### src/include/cfg_protect_pkg.sv
/*
 * Constants shared by the host-interface configuration and protection registers.
 * Assumes a byte-wide register port whose address carries the port-select bit at 9.
 */
`default_nettype none

package cfg_protect_pkg;

    // Register port geometry.
    localparam int ADDR_W = 10;
    localparam int DATA_W = 8;
    localparam int OFFS_W = 9;

    // Register offsets inside one port window; port 1 adds the port base.
    localparam logic [9:0] PORT1_BASE = 10'h200;
    localparam logic [8:0] OFS_DMA_WRITE_EVEN = 9'h06E;
    localparam logic [8:0] OFS_DMA_WRITE_ODD = 9'h06F;
    localparam logic [8:0] OFS_UNLOCK_KEY = 9'h071;
    localparam logic [8:0] OFS_REF_CLOCK = 9'h073;
    localparam logic [8:0] OFS_BUS_SETTINGS = 9'h075;

    // Unlock value and values after reset.
    localparam logic [7:0] UNLOCK_VALUE = 8'h56;
    localparam logic [7:0] RST_UNLOCK_KEY = 8'h56;
    localparam logic [7:0] RST_REF_CLOCK = 8'h00;
    localparam logic [7:0] RST_BUS_SETTINGS = 8'h01;
    localparam logic [7:0] UNMAPPED_READ = 8'h00;

    // Field positions in the clock-choice register.
    localparam int BIT_REF_CLOCK_24M = 0;

    // Field positions in the bus-settings register.
    localparam int BIT_IRQ_POLARITY = 7;
    localparam int BIT_IRQ_DRIVE_STYLE = 6;
    localparam int BIT_REQ_POLARITY = 5;
    localparam int BIT_ACK_POLARITY = 4;
    localparam int BIT_CS_QUALIFY = 3;
    localparam int BIT_BYTE_SWAP = 2;
    localparam int BIT_WRITE_STROBE_STYLE = 1;
    localparam int BIT_INIT_DONE = 0;

    // Writable field span of the bus-settings register.
    localparam int CFG_RW_HI = 7;
    localparam int CFG_RW_LO = 3;

endpackage

`default_nettype wire

### src/verilog/cpu_if_config_protect_regs.sv
/*
 * Host-interface configuration registers: the two write-only DMA data ports,
 * the unlock key, the reference clock choice and the bus settings register,
 * plus the pin-level polarity of interrupt, request and acknowledge and the interrupt drive.
 * Assumes a same-clock byte register port, internal FIFO and DMA control
 * logic on the same clock, and pins that arrive asynchronously.
 */
// The plain strobed port was decided locally.
//
// Summary of operation
// - With DMA mode on, each byte written to a DMA data port enters the FIFO.
// - In 8-bit operation either DMA data port performs the same byte write.
// - Clock choice and bus settings accept writes only while key holds 56h.
// - Key and bus settings stay readable and writable during sleep.
// - Clock choice register stays functional and accessible during sleep.
// - The three shared registers appear at one offset in both port windows.
// - Clock choice bit 0 selects 12 MHz or 24 MHz; others reserved, reset 0.
// - Settings bit 7 sets interrupt polarity, 0 low active, 1 high active.
// - Settings bit 6 sets interrupt drive, both levels or active level only.
// - Settings bit 5 sets request output polarity, 0 low, 1 high active.
// - Settings bit 4 sets acknowledge input polarity; host drives it accordingly.
// - Settings bit 3 requires chip select with acknowledge for DMA access.
// - Settings bits 2 and 1 report byte swap and strobe style latched at init.
// - Settings bit 0 reads 1 once interface initialisation has completed.
`timescale 1ns/1ps
`default_nettype none

module cpu_if_config_protect_regs
(
    // Clock and reset.
    input wire logic clk,
    input wire logic resetn,

    // Register port.
    input wire logic [9:0] reg_addr,
    input wire logic [7:0] reg_wdata,
    input wire logic reg_wr,
    input wire logic reg_rd,
    output logic [7:0] reg_rdata,

    // State from neighbouring controller logic on the same clock.
    input wire logic dma_mode,
    input wire logic dma_dir_write,
    input wire logic bus_8bit,
    input wire logic sleep,
    input wire logic init_done,
    input wire logic init_byte_swap,
    input wire logic init_write_strobe_style,
    input wire logic irq_active,
    input wire logic dma_request,

    // FIFO area currently linked to the DMA channel.
    output logic fifo_wr_valid,
    output logic [7:0] fifo_wr_data,

    // Reference clock choice for the clock generator.
    output logic ref_clock_24m,

    // Pins.
    input wire logic chip_select_n,
    input wire logic transfer_ack_in,
    output logic irq_out_n,
    output logic irq_out_oe,
    output logic transfer_request_out,

    // Qualified DMA access seen on the pins, for the DMA control logic.
    output logic dma_access
);

    typedef struct packed {
        logic cs_s1;
        logic cs_s2;
        logic ack_s1;
        logic ack_s2;
        logic [7:0] unlock_key;
        logic [7:0] ref_clock_choice;
        logic [7:0] bus_settings;
        logic [7:0] rdata;
        logic fifo_valid;
        logic [7:0] fifo_data;
        logic irq_level;
        logic irq_oe;
        logic req_level;
        logic dma_access;
    } state_s;

    logic [1:0] rst_sync_q;
    logic rst_n;
    state_s q;
    state_s d;

    // Reset is released through two flops so every state flop leaves reset together.
    always_ff @(posedge clk or negedge resetn)
    begin
        if (!resetn)
        begin
            rst_sync_q <= 2'h0;
        end
        else
        begin
            rst_sync_q <= {rst_sync_q[0], 1'b1};
        end
    end

    assign rst_n = rst_sync_q[1];

    logic [8:0] offs;
    logic unlocked;
    logic cs_active;
    logic ack_active;
    logic dma_cycle;
    logic dma_port_hit;

    always_comb
    begin
        d = q;

        // Both port windows decode the same offset bits.
        offs = reg_addr[8:0];
        unlocked = (q.unlock_key == cfg_protect_pkg::UNLOCK_VALUE);

        // Pins pass two flops; only the second one is used below.
        d.cs_s1 = chip_select_n;
        d.cs_s2 = q.cs_s1;
        d.ack_s1 = transfer_ack_in;
        d.ack_s2 = q.ack_s1;

        cs_active = !q.cs_s2;
        ack_active = q.bus_settings[cfg_protect_pkg::BIT_ACK_POLARITY] ?
            q.ack_s2 : !q.ack_s2;
        if (q.bus_settings[cfg_protect_pkg::BIT_CS_QUALIFY])
        begin
            dma_cycle = ack_active && cs_active;
        end
        else
        begin
            dma_cycle = ack_active;
        end
        d.dma_access = dma_cycle;

        // Even and odd ports behave alike whether the bus is 8 or 16 bits wide.
        dma_port_hit = (offs == cfg_protect_pkg::OFS_DMA_WRITE_EVEN) ||
            (offs == cfg_protect_pkg::OFS_DMA_WRITE_ODD);

        // Direction is trusted to the host; the FIFO path only needs DMA mode.
        d.fifo_valid = 1'b0;
        if (reg_wr && dma_mode && (dma_port_hit || q.dma_access))
        begin
            d.fifo_valid = 1'b1;
            d.fifo_data = reg_wdata;
        end

        // Sleep does not gate any of these registers.
        if (reg_wr && !dma_port_hit)
        begin
            if (offs == cfg_protect_pkg::OFS_UNLOCK_KEY)
            begin
                d.unlock_key = reg_wdata;
            end
            else if (offs == cfg_protect_pkg::OFS_REF_CLOCK)
            begin
                if (unlocked)
                begin
                    d.ref_clock_choice[cfg_protect_pkg::BIT_REF_CLOCK_24M] =
                        reg_wdata[cfg_protect_pkg::BIT_REF_CLOCK_24M];
                end
            end
            else if (offs == cfg_protect_pkg::OFS_BUS_SETTINGS)
            begin
                if (unlocked)
                begin
                    d.bus_settings[cfg_protect_pkg::CFG_RW_HI:cfg_protect_pkg::CFG_RW_LO] =
                        reg_wdata[cfg_protect_pkg::CFG_RW_HI:cfg_protect_pkg::CFG_RW_LO];
                end
            end
        end

        // Read-only fields follow the initialisation logic; the mode bits
        // freeze once initialisation is over.
        if (!init_done)
        begin
            d.bus_settings[cfg_protect_pkg::BIT_BYTE_SWAP] = init_byte_swap;
            d.bus_settings[cfg_protect_pkg::BIT_WRITE_STROBE_STYLE] =
                init_write_strobe_style;
        end
        d.bus_settings[cfg_protect_pkg::BIT_INIT_DONE] = init_done;

        // Read data stand for one cycle only; the DMA ports read as zero.
        d.rdata = cfg_protect_pkg::UNMAPPED_READ;
        if (reg_rd)
        begin
            if (offs == cfg_protect_pkg::OFS_UNLOCK_KEY)
            begin
                d.rdata = q.unlock_key;
            end
            else if (offs == cfg_protect_pkg::OFS_REF_CLOCK)
            begin
                d.rdata = q.ref_clock_choice;
            end
            else if (offs == cfg_protect_pkg::OFS_BUS_SETTINGS)
            begin
                d.rdata = q.bus_settings;
            end
            else
            begin
                d.rdata = cfg_protect_pkg::UNMAPPED_READ;
            end
        end

        // Interrupt pin: in open mode the pin is only driven while active.
        d.irq_level = q.bus_settings[cfg_protect_pkg::BIT_IRQ_POLARITY] ?
            irq_active : !irq_active;
        if (q.bus_settings[cfg_protect_pkg::BIT_IRQ_DRIVE_STYLE])
        begin
            d.irq_oe = irq_active;
        end
        else
        begin
            d.irq_oe = 1'b1;
        end

        d.req_level = q.bus_settings[cfg_protect_pkg::BIT_REQ_POLARITY] ?
            dma_request : !dma_request;
    end

    always_ff @(posedge clk or negedge rst_n)
    begin
        if (!rst_n)
        begin
            q.cs_s1 <= 1'b1;
            q.cs_s2 <= 1'b1;
            q.ack_s1 <= 1'b1;
            q.ack_s2 <= 1'b1;
            q.unlock_key <= cfg_protect_pkg::RST_UNLOCK_KEY;
            q.ref_clock_choice <= cfg_protect_pkg::RST_REF_CLOCK;
            q.bus_settings <= cfg_protect_pkg::RST_BUS_SETTINGS;
            q.rdata <= 8'h00;
            q.fifo_valid <= 1'b0;
            q.fifo_data <= 8'h00;
            q.irq_level <= 1'b1;
            q.irq_oe <= 1'b1;
            q.req_level <= 1'b1;
            q.dma_access <= 1'b0;
        end
        else
        begin
            q <= d;
        end
    end

    assign reg_rdata = q.rdata;
    assign fifo_wr_valid = q.fifo_valid;
    assign fifo_wr_data = q.fifo_data;
    assign ref_clock_24m = q.ref_clock_choice[cfg_protect_pkg::BIT_REF_CLOCK_24M];
    assign irq_out_n = q.irq_level;
    assign irq_out_oe = q.irq_oe;
    assign transfer_request_out = q.req_level;
    assign dma_access = q.dma_access;

endmodule

`default_nettype wire

### config.mk
export PLATFORM = sky130hd
export DESIGN_NAME = cpu_if_config_protect_regs
export DESIGN_NICKNAME = d
export VERILOG_FILES = /design/src/include/cfg_protect_pkg.sv /design/src/verilog/cpu_if_config_protect_regs.sv
export SDC_FILE = /design/constraint.sdc
export NUM_CORES = 1
export LEC_CHECK = 0
export BUFFER_PORTS_ARGS = -buffer_cell sky130_fd_sc_hd__buf_2
export CAP_MARGIN = 20
export CORE_ASPECT_RATIO = 0.75
export CORE_MARGIN = 2
export CORE_UTILIZATION = 41
export DETAILED_ROUTE_END_ITERATION = 8
export MAX_ROUTING_LAYER = met4
export PLACE_DENSITY_LB_ADDON = 0.3
export SLEW_MARGIN = 15
export SYNTH_ARGS = -nofsm -noshare
export SYNTH_HDL_FRONTEND = slang
export SYNTH_SLANG_ARGS = --single-unit
### constraint.sdc
create_clock -name clk -period 1.7 [get_ports clk]
set_input_delay 0 -clock clk [delete_from_list [all_inputs] [get_ports clk]]
set_output_delay 0 -clock clk [all_outputs]
set_load 0.01 [all_outputs]
# Yosys cells after proc, flatten, opt, wreduce, memory -nomap -nowiden
# Cells that the tools add are included.
word_totals:
  out_inout_bits: 22
  regBits: 44
  inputBits: 33
  romBits: 0
  latchBits: 0
  n_memories: 0
  ramBits: 0
  wordCells: 49
op_classes:
  order_cmp: 0
  bitwise_logic: 2
  div: 0
  n_eq_ne: 6
  mul: 0
  n_mux: 10
  add_sub_neg: 0
  n_shift: 0
  reduce_logical: 14
op_table:
  columns: ["cell", "n"]
  rows:
  - ["== test 9 x 7 -> 1 bit (second input constant)", 5]
  - ["two-way mux 8 bit", 4]
  - ["two-way mux 9 bit", 1]
  - ["== test 8 x 7 -> 1 bit (second input constant)", 1]
  - ["logical NOT 1 bit", 5]
  - ["two-way mux 1 bit", 5]
  - ["AND reduction 5 bit", 1]
  - ["logical AND 1 bit", 4]
  - ["AND reduction 4 bit", 1]
  - ["logical OR 1 bit", 2]
  - ["inverter 1 bit", 2]
  - ["AND reduction 2 bit", 1]

# Depth between registers and ports, before layout
# Gate-level depths: netlist of the first run.
depth:
  ltp_word: 5
  depth_mapped: 5
  mapped_depth_nobuf: 4

# Worst setup path before layout of the first run
# Ideal clock, no wire load.
synth_timing:
  path_type: "register -> register"
  startpoint: "register q[41] (netlist name)"
  endpoint: "register q[24] (netlist name)"
  path_stages_with_launch: 5
  arrival_time_ns: 1.390
  path_slack_ns: 0.186
  required_ns: 1.575
  setup_ns: 0.125
  period_less_slack_ns: 1.514
  n_path_buf: 0
  cell_sequence: "dfstp_2 -> and4bb_2 -> and3_1 -> nand4_1 -> mux2_2"
synth_between:
  elab_chain_len: 2
synth_lines:
  columns: ["item", "line_no", "text"]
  rows:
  - ["start, declared", "cpu_if_config_protect_regs.sv:89", "state_s q;"]
  - ["== test 8 x 7 -> 1 bit", "cpu_if_config_protect_regs.sv:120", "unlocked = (q.unlock_key == cfg_protect_pkg::UNLOCK_VALUE);"]
  - ["AND reduction 5 bit (no source line)", null, null]
# No other way between the ends.
# A chain may end at the register's enable or synchronous reset.

# Final worst setup path of the first run
layout_timing:
  startpoint: "register q[41] (netlist name)"
  endpoint: "register q[27] (netlist name)"
# Same word-level chain as after synthesis.

==> results of run 1 <==
-- repair_timing --
action | in CTS | in global routing
hold buffers | 17 | 1
setup endpoints to repair | 5 | 0
setup buffers | 1 | 0
endpoints found under the hold margin | 32 | 3
-- power by group through the flow --
stage	combinational [W]	clock [W]	sequential, W
3_5_place_dp	0.000209	0	0.00117
6_report	0.000237	0.000649	0.00115
3_3_place_gp	0.000203	0	0.00116
5_1_grt	0.000258	0.000734	0.00116
4_1_cts	0.000238	0.000675	0.00115
2_1_floorplan	0.000138	0	0.00117
-- worst min path at each step --
stage | start | end | cells after the start
after floorplan | resetn | rst_sync_q[0]$_DFF_PN0_ | 0
after global placement | resetn | rst_sync_q[0]$_DFF_PN0_ | 1
after detailed placement | resetn | rst_sync_q[0]$_DFF_PN0_ | 1
after CTS | reg_rd | reg_rdata[5]$_DFF_PN0_ | 2
after global routing | reg_addr[1] | ref_clock_24m$_DFFE_PN0P_ | 3
final | reg_addr[1] | ref_clock_24m$_DFFE_PN0P_ | 3
-- metrics by stage --
| step | worst slack, ns | setup TNS, ns | total power (W) |
|---|---|---|---|
| 5_1_grt | 0.0490 | 0 | 0.00215 |
| 6_report | 0.137 | 0 | 0.00203 |
| 3_3_place_gp | 0.0615 | 0 | 0.00137 |
| 4_1_cts | 0.126 | 0 | 0.00206 |
| 2_1_floorplan | 0.186 | 0 | 0.00131 |
| 3_5_place_dp | -0.00285 | -0.00285 | 0.00137 |
-- routing by layer --
metal,up-vias,global-route usage [%],part of all wire [%]
met5,-,-,0
met2,32,22.7,48
met1,524,17.9,45
met3,6,5.81,5.8
met4,0,4.45,1.2
li1,550,-,-
-- tightest hold or removal path, stage by stage --
cell	delay (ns)
buf_2	0.12
nand4_1	0.08
mux2_2	0.15
-- cell families after synthesis --
family / share of synthesized area [%]
AOI/OAI and AO/OA: 4.06
xor gates and xnor gates: 1.42
buffers and inverters: 7.11
DFF: 60.4
muxes: 15.2
other: 0.203
and+or+nand+nor: 11.6
-- layout make-up --
type                            count  area share (%)
Clock buffer                        7            3.62
Clock inverter                      1           0.314
Inverter                            1           0.157
Multi-Input combinational cell     63            25.2
Sequential cell                    44            46.8
Tap cell                           57            2.99
Timing Repair Buffer               74            21.0
-- synthesized netlist by cell type (all sizes together) --
| library cell | number |
|---|---|
| xor2 | 1 |
| nand2b | 1 |
| xnor2 | 2 |
| dfstp | 12 |
| nand4bb | 2 |
| nor3 | 3 |
| nor3b | 1 |
| o211a | 1 |
| inv | 1 |
| and3 | 1 |
| nor2 | 1 |
| nand2 | 2 |
| mux2 | 25 |
| conb | 1 |
| and4bb | 1 |
| nor2b | 8 |
| buf | 17 |
| nand3b | 1 |
| a21oi | 1 |
| nor4 | 1 |
| nand4 | 2 |
| dfrtp | 32 |
| a22oi | 8 |
-- registers in the layout (all words and copies together) (netlist names) --
register and cells:
d 2, transfer_request_out 1, dma_access 1, irq_out_oe 1, rst_sync_q 2, fifo_wr_data 8
irq_out_n 1, q 18, ref_clock_24m 1, fifo_wr_valid 1, reg_rdata 8
==> reports/qor.txt, run 1 <==
CTS Root Cell - clkbuf_8
Comb power frac - 11.6%
share of post-route cells with drive strength above 1 - 56.3%
Yosys warning count - 0
Distinct cells, synth - 26
largest net degree at the start of global routing - 33
Core ar. - 4390 µm²
clock tree buffer depth - 2
WP depth - 5
Data required, critical path - 1.87 ns
ant diodes - 0
Slowest cell on crit path - dfstp_2
WL final - 3.21 mm
Post-Layout Inst Area - 2390 µm²
TritonCTS Buffers - 5
Setup crit start - q[41]$_DFFE_PN1P_
PwrDens - 851 nW/µm²
die height - 62.1 µm
placer congestion estimate - 0.820
Fmax achieved - 640 MHz
CP Class - reg2reg
CP Capture Type - register
Startpoint Class - register
P_int - 0.00158 W
Setup Viol. Count Final - 0
area of the die - 5070 µm²
kind of cell adding the most delay to the critical path - flip-flops
Worst path max stage delay - 0.55 ns
critical path cell sequence - and4bb_2 > and3_1 > nand4_1 > buf_4 > mux2_2
unrepaired setup endpoints after global routing - false
Worst EP arrival - 1.74 ns
Row Count - 21
main area contributors after synthesis - dfrtp_1 43%, dfstp_2 17%, mux2_2 15%
Avg WL per Cell - 13.0 µm
DRT iter0 DRCs - 33
DR vias/cell - 4.50
Leak - 1.13 nW
vias - 1,112
top cell type's share of synthesized area - 43.3%
die width - 81.5 µm
FF+latch area - 1120 µm²
H-Tree Depth - 2
clock network power share - 31.9%
Hold Crit Class - in2reg
Max Cap Violations - 0
gr usage total - 14.8%
Final ANT Viol Nets - 0
placed insts - 220
status - completed
Syn Area/Cell - 14.8 µm²
Area Growth Syn to Fin - 29.2%
reg2reg setup slack - 0.14 ns
switching pwr - 0.000452 W
global-route wire length before repair - 5.39 mm
register area share after synthesis - 60.4%
Max Clock Skew - 0.00892 ns
fill count - 356
CP max FO - 5
hold_ws - 0.0923 ns
non-filler cells, final - 247
Skew-Pair Late Insertion Delay - 0.29 ns
CTS tree - yes
FF-to-FF Start - q[41]$_DFFE_PN1P_
Post-Route Utilization - 54.4%
# DRC - 0
initial antenna violation count - 0
Flop pwr share - 56.5%
Ports - 55
Critical R2R Capture - q[27]$_DFFE_PN0P_
Peak VDD IR - 0.592 mV
Sink Count - 44
NumNets Final - 222
crit path buf inv count - 1
Sw Share - 22.2%
Reg clk slew, reported paths - 0.08 ns
most frequent cells in the layout - 50 x buf_2, 31 x dfrtp_1, 25 x mux2_2
PostCTS Resize Cnt - 0
number of global-route vias before repair - 1,165
Post-Synthesis Cells - 125
Post-Syn Area - 1850 µm²
GR Overflow Total - 0
worst r2r path cells - 5
count of final hold-check violations - 0
PortBufs - 50
Yosys top cell by area - dfrtp_1
final worst-path cycle share - 91.9%
most common cell after layout, fill and taps aside - buf_2
Synthesized Nets - 158
total iterations of the first detailed-routing run - 4
DP Area - 2110 µm²
Tmin final - 1.56 ns
CP Capture Point - q[27]$_DFFE_PN0P_
dpl hpwl - 2.31 mm
synthesized flop and latch total - 44
Initial Utilization - 42.1%
fin. max-slew vios - 0
area of the multi-input gates - 601 µm²
No activity file was read; power rests on OpenSTA's default activity.
==> run 2, diff against run 1 <==
--- a/config.mk
+++ b/config.mk
@@ -11,7 +11,6 @@
 export CORE_MARGIN = 2
 export CORE_UTILIZATION = 41
 export DETAILED_ROUTE_END_ITERATION = 8
-export MAX_ROUTING_LAYER = met4
 export PLACE_DENSITY_LB_ADDON = 0.3
 export SLEW_MARGIN = 15
 export SYNTH_ARGS = -nofsm -noshare
==> run 2 against run 1 <==
  * Utilization is the same
  * First-iteration DRC count decreased by 9.1%
  * Routed wire length decreased by 0.56%
  * Sequential share of layout area unchanged
  * Register-to-register slack about the same
  * Clock power barely moved
  * Combinational power hardly changed
  * Critical path type unchanged
  * Largest cell class unchanged
==> reports/qor.txt, run 2 (synthesized netlist as in run 1, its figures left out) <==
Setup Viol. Count Final - 0 (unchanged)
Reg clk slew, reported paths - 0.08 ns (about the same)
Row Count - 21 (unchanged)
CP max FO - 5 (unchanged)
Startpoint Class - register
Skew-Pair Late Insertion Delay - 0.29 ns (about the same)
most frequent cells in the layout - 50 x buf_2, 31 x dfrtp_1, 25 x mux2_2
Flop pwr share - 56.4% (about the same)
PortBufs - 50 (unchanged)
fin. max-slew vios - 0 (unchanged)
GR Overflow Total - 0 (unchanged)
Hold Crit Class - in2reg
Final ANT Viol Nets - 0 (unchanged)
Tmin final - 1.56 ns (+0.000756 ns)
placer congestion estimate - 0.809 (-1.4%)
P_int - 0.00158 W (about the same)
Avg WL per Cell - 12.9 µm (-0.56%)
Initial Utilization - 42.1% (unchanged)
crit path buf inv count - 1 (unchanged)
gr usage total - 14.3% (-0.50 points)
largest net degree at the start of global routing - 33 (unchanged)
unrepaired setup endpoints after global routing - false
Area Growth Syn to Fin - 29.2% (unchanged)
Top reg by flops - q
Sw Share - 22.4% (+0.13 points)
ant diodes - 0 (unchanged)
Slowest cell on crit path - dfstp_2
PwrDens - 853 nW/µm² (+0.17%)
CP Class - reg2reg
NumNets Final - 222 (unchanged)
clock tree buffer depth - 2 (unchanged)
total iterations of the first detailed-routing run - 4 (unchanged)
share of post-route cells with drive strength above 1 - 56.3% (unchanged)
number of global-route vias before repair - 1,170 (+0.43%)
initial antenna violation count - 0 (unchanged)
clock network power share - 32.0% (about the same)
Largest register FFs - 18 (unchanged)
Worst EP arrival - 1.74 ns (about the same)
H-Tree Depth - 2 (unchanged)
area of the die - 5070 µm² (unchanged)
PostCTS Resize Cnt - 0 (unchanged)
Core ar. - 4390 µm² (unchanged)
Max Clock Skew - 0.00921 ns (+0.000294 ns)
setup TNS - 0 ns (unchanged)
Total Power - 0.00204 W (+0.17%)
WL final - 3.19 mm (-0.56%)
die height - 62.1 µm (unchanged)
global-route wire length before repair - 5.38 mm (-0.24%)
non-filler cells, final - 247 (unchanged)
Leak - 1.13 nW (unchanged)
Fmax achieved - 639 MHz (about the same)
kind of cell adding the most delay to the critical path - flip-flops
count of final hold-check violations - 0 (unchanged)
placed insts - 220 (unchanged)
CTS Root Cell - clkbuf_8
CTS tree - yes
reg2reg setup slack - 0.14 ns (about the same)
Data required, critical path - 1.87 ns (about the same)
CP Capture Type - register
DRT iter0 DRCs - 30 (-9.1%)
vias - 1,106 (-0.54%)
Max Cap Violations - 0 (unchanged)
# DRC - 0 (unchanged)
Sink Count - 44 (unchanged)
Ports - 55 (unchanged)
status - completed
Comb power frac - 11.6% (about the same)
Peak VDD IR - 0.593 mV (+0.24%)
switching pwr - 0.000455 W (+0.74%)
TritonCTS Buffers - 5 (unchanged)
Worst path max stage delay - 0.55 ns (about the same)
most common cell after layout, fill and taps aside - buf_2
DR vias/cell - 4.48 (-0.54%)
critical path cell sequence - and4bb_2 > and3_1 > nand4_1 > buf_4 > mux2_2
final worst-path cycle share - 92.0% (about the same)
die width - 81.5 µm (unchanged)
dpl hpwl - 2.31 mm (unchanged)
==> run 2: path summary, 6_finish.rpt <==
path                                         start                     endpoint  depth (start not counted)
max                              q[41]$_DFFE_PN1P_            q[27]$_DFFE_PN0P_                          5
min                                    reg_addr[1]    ref_clock_24m$_DFFE_PN0P_                          3
max reg2reg                      q[41]$_DFFE_PN1P_            q[27]$_DFFE_PN0P_                          5
min reg2reg                rst_sync_q[1]$_DFF_PN0_  fifo_wr_data[1]$_DFFE_PN0P_                          0
max in group asynchronous                   resetn      rst_sync_q[1]$_DFF_PN0_                          3
min in group asynchronous  rst_sync_q[1]$_DFF_PN0_  fifo_wr_data[1]$_DFFE_PN0P_                          0
==> run 2: through the flow <==
stage	area [µm²]	hold slack (ns)	worst slack, ns	utilization (%)
6_report	2390	0.0852	0.136	54.4
5_1_grt	2390	0.0867	0.0489	54.4
4_1_cts	2380	0.00141	0.126	54.2
3_5_place_dp	2110	-0.214	-0.00285	48.0
3_3_place_gp	2110	-0.213	0.0615	48.0
2_1_floorplan	1850	-0.296	0.186	-
==> run 2: per-layer routing <==
metal  track usage [%]  part of all wire (%)  vias up
li1                  -                     -      552
met1              17.8                    44      516
met2              22.7                    48       33
met3              4.65                   6.0        5
met4              5.72                   1.3        0
met5                 0                     0        -
==> run 2: layout make-up <==
class | instances | area (µm²)
Fill cell | 356 | 2000
Clock buffer | 7 | 86.3
Tap cell | 57 | 71.3
Sequential cell | 44 | 1120
Timing Repair Buffer | 74 | 500
Multi-Input combinational cell | 63 | 601
Inverter | 1 | 3.75
Clock inverter | 1 | 7.51
==> run 2: worst min-delay path: cells and delay by family <==
family                 cells  cell delay (ns)
muxes                      1             0.15
buffers and inverters      1             0.12
and+or+nand+nor            1             0.08
==> run 2: repair_timing <==
item	in CTS	in global routing
hold buffers	17	1
setup endpoints to repair	5	0
endpoints found under the hold margin	32	1
buffers inserted	1	0
==> run 2: power by group through the flow <==
stage	combinational, W	clock, W	sequential (W)
2_1_floorplan	0.000138	0	0.00117
3_3_place_gp	0.000203	0	0.00116
3_5_place_dp	0.000209	0	0.00117
4_1_cts	0.000238	0.000675	0.00115
5_1_grt	0.000258	0.000729	0.00116
6_report	0.000237	0.000652	0.00115
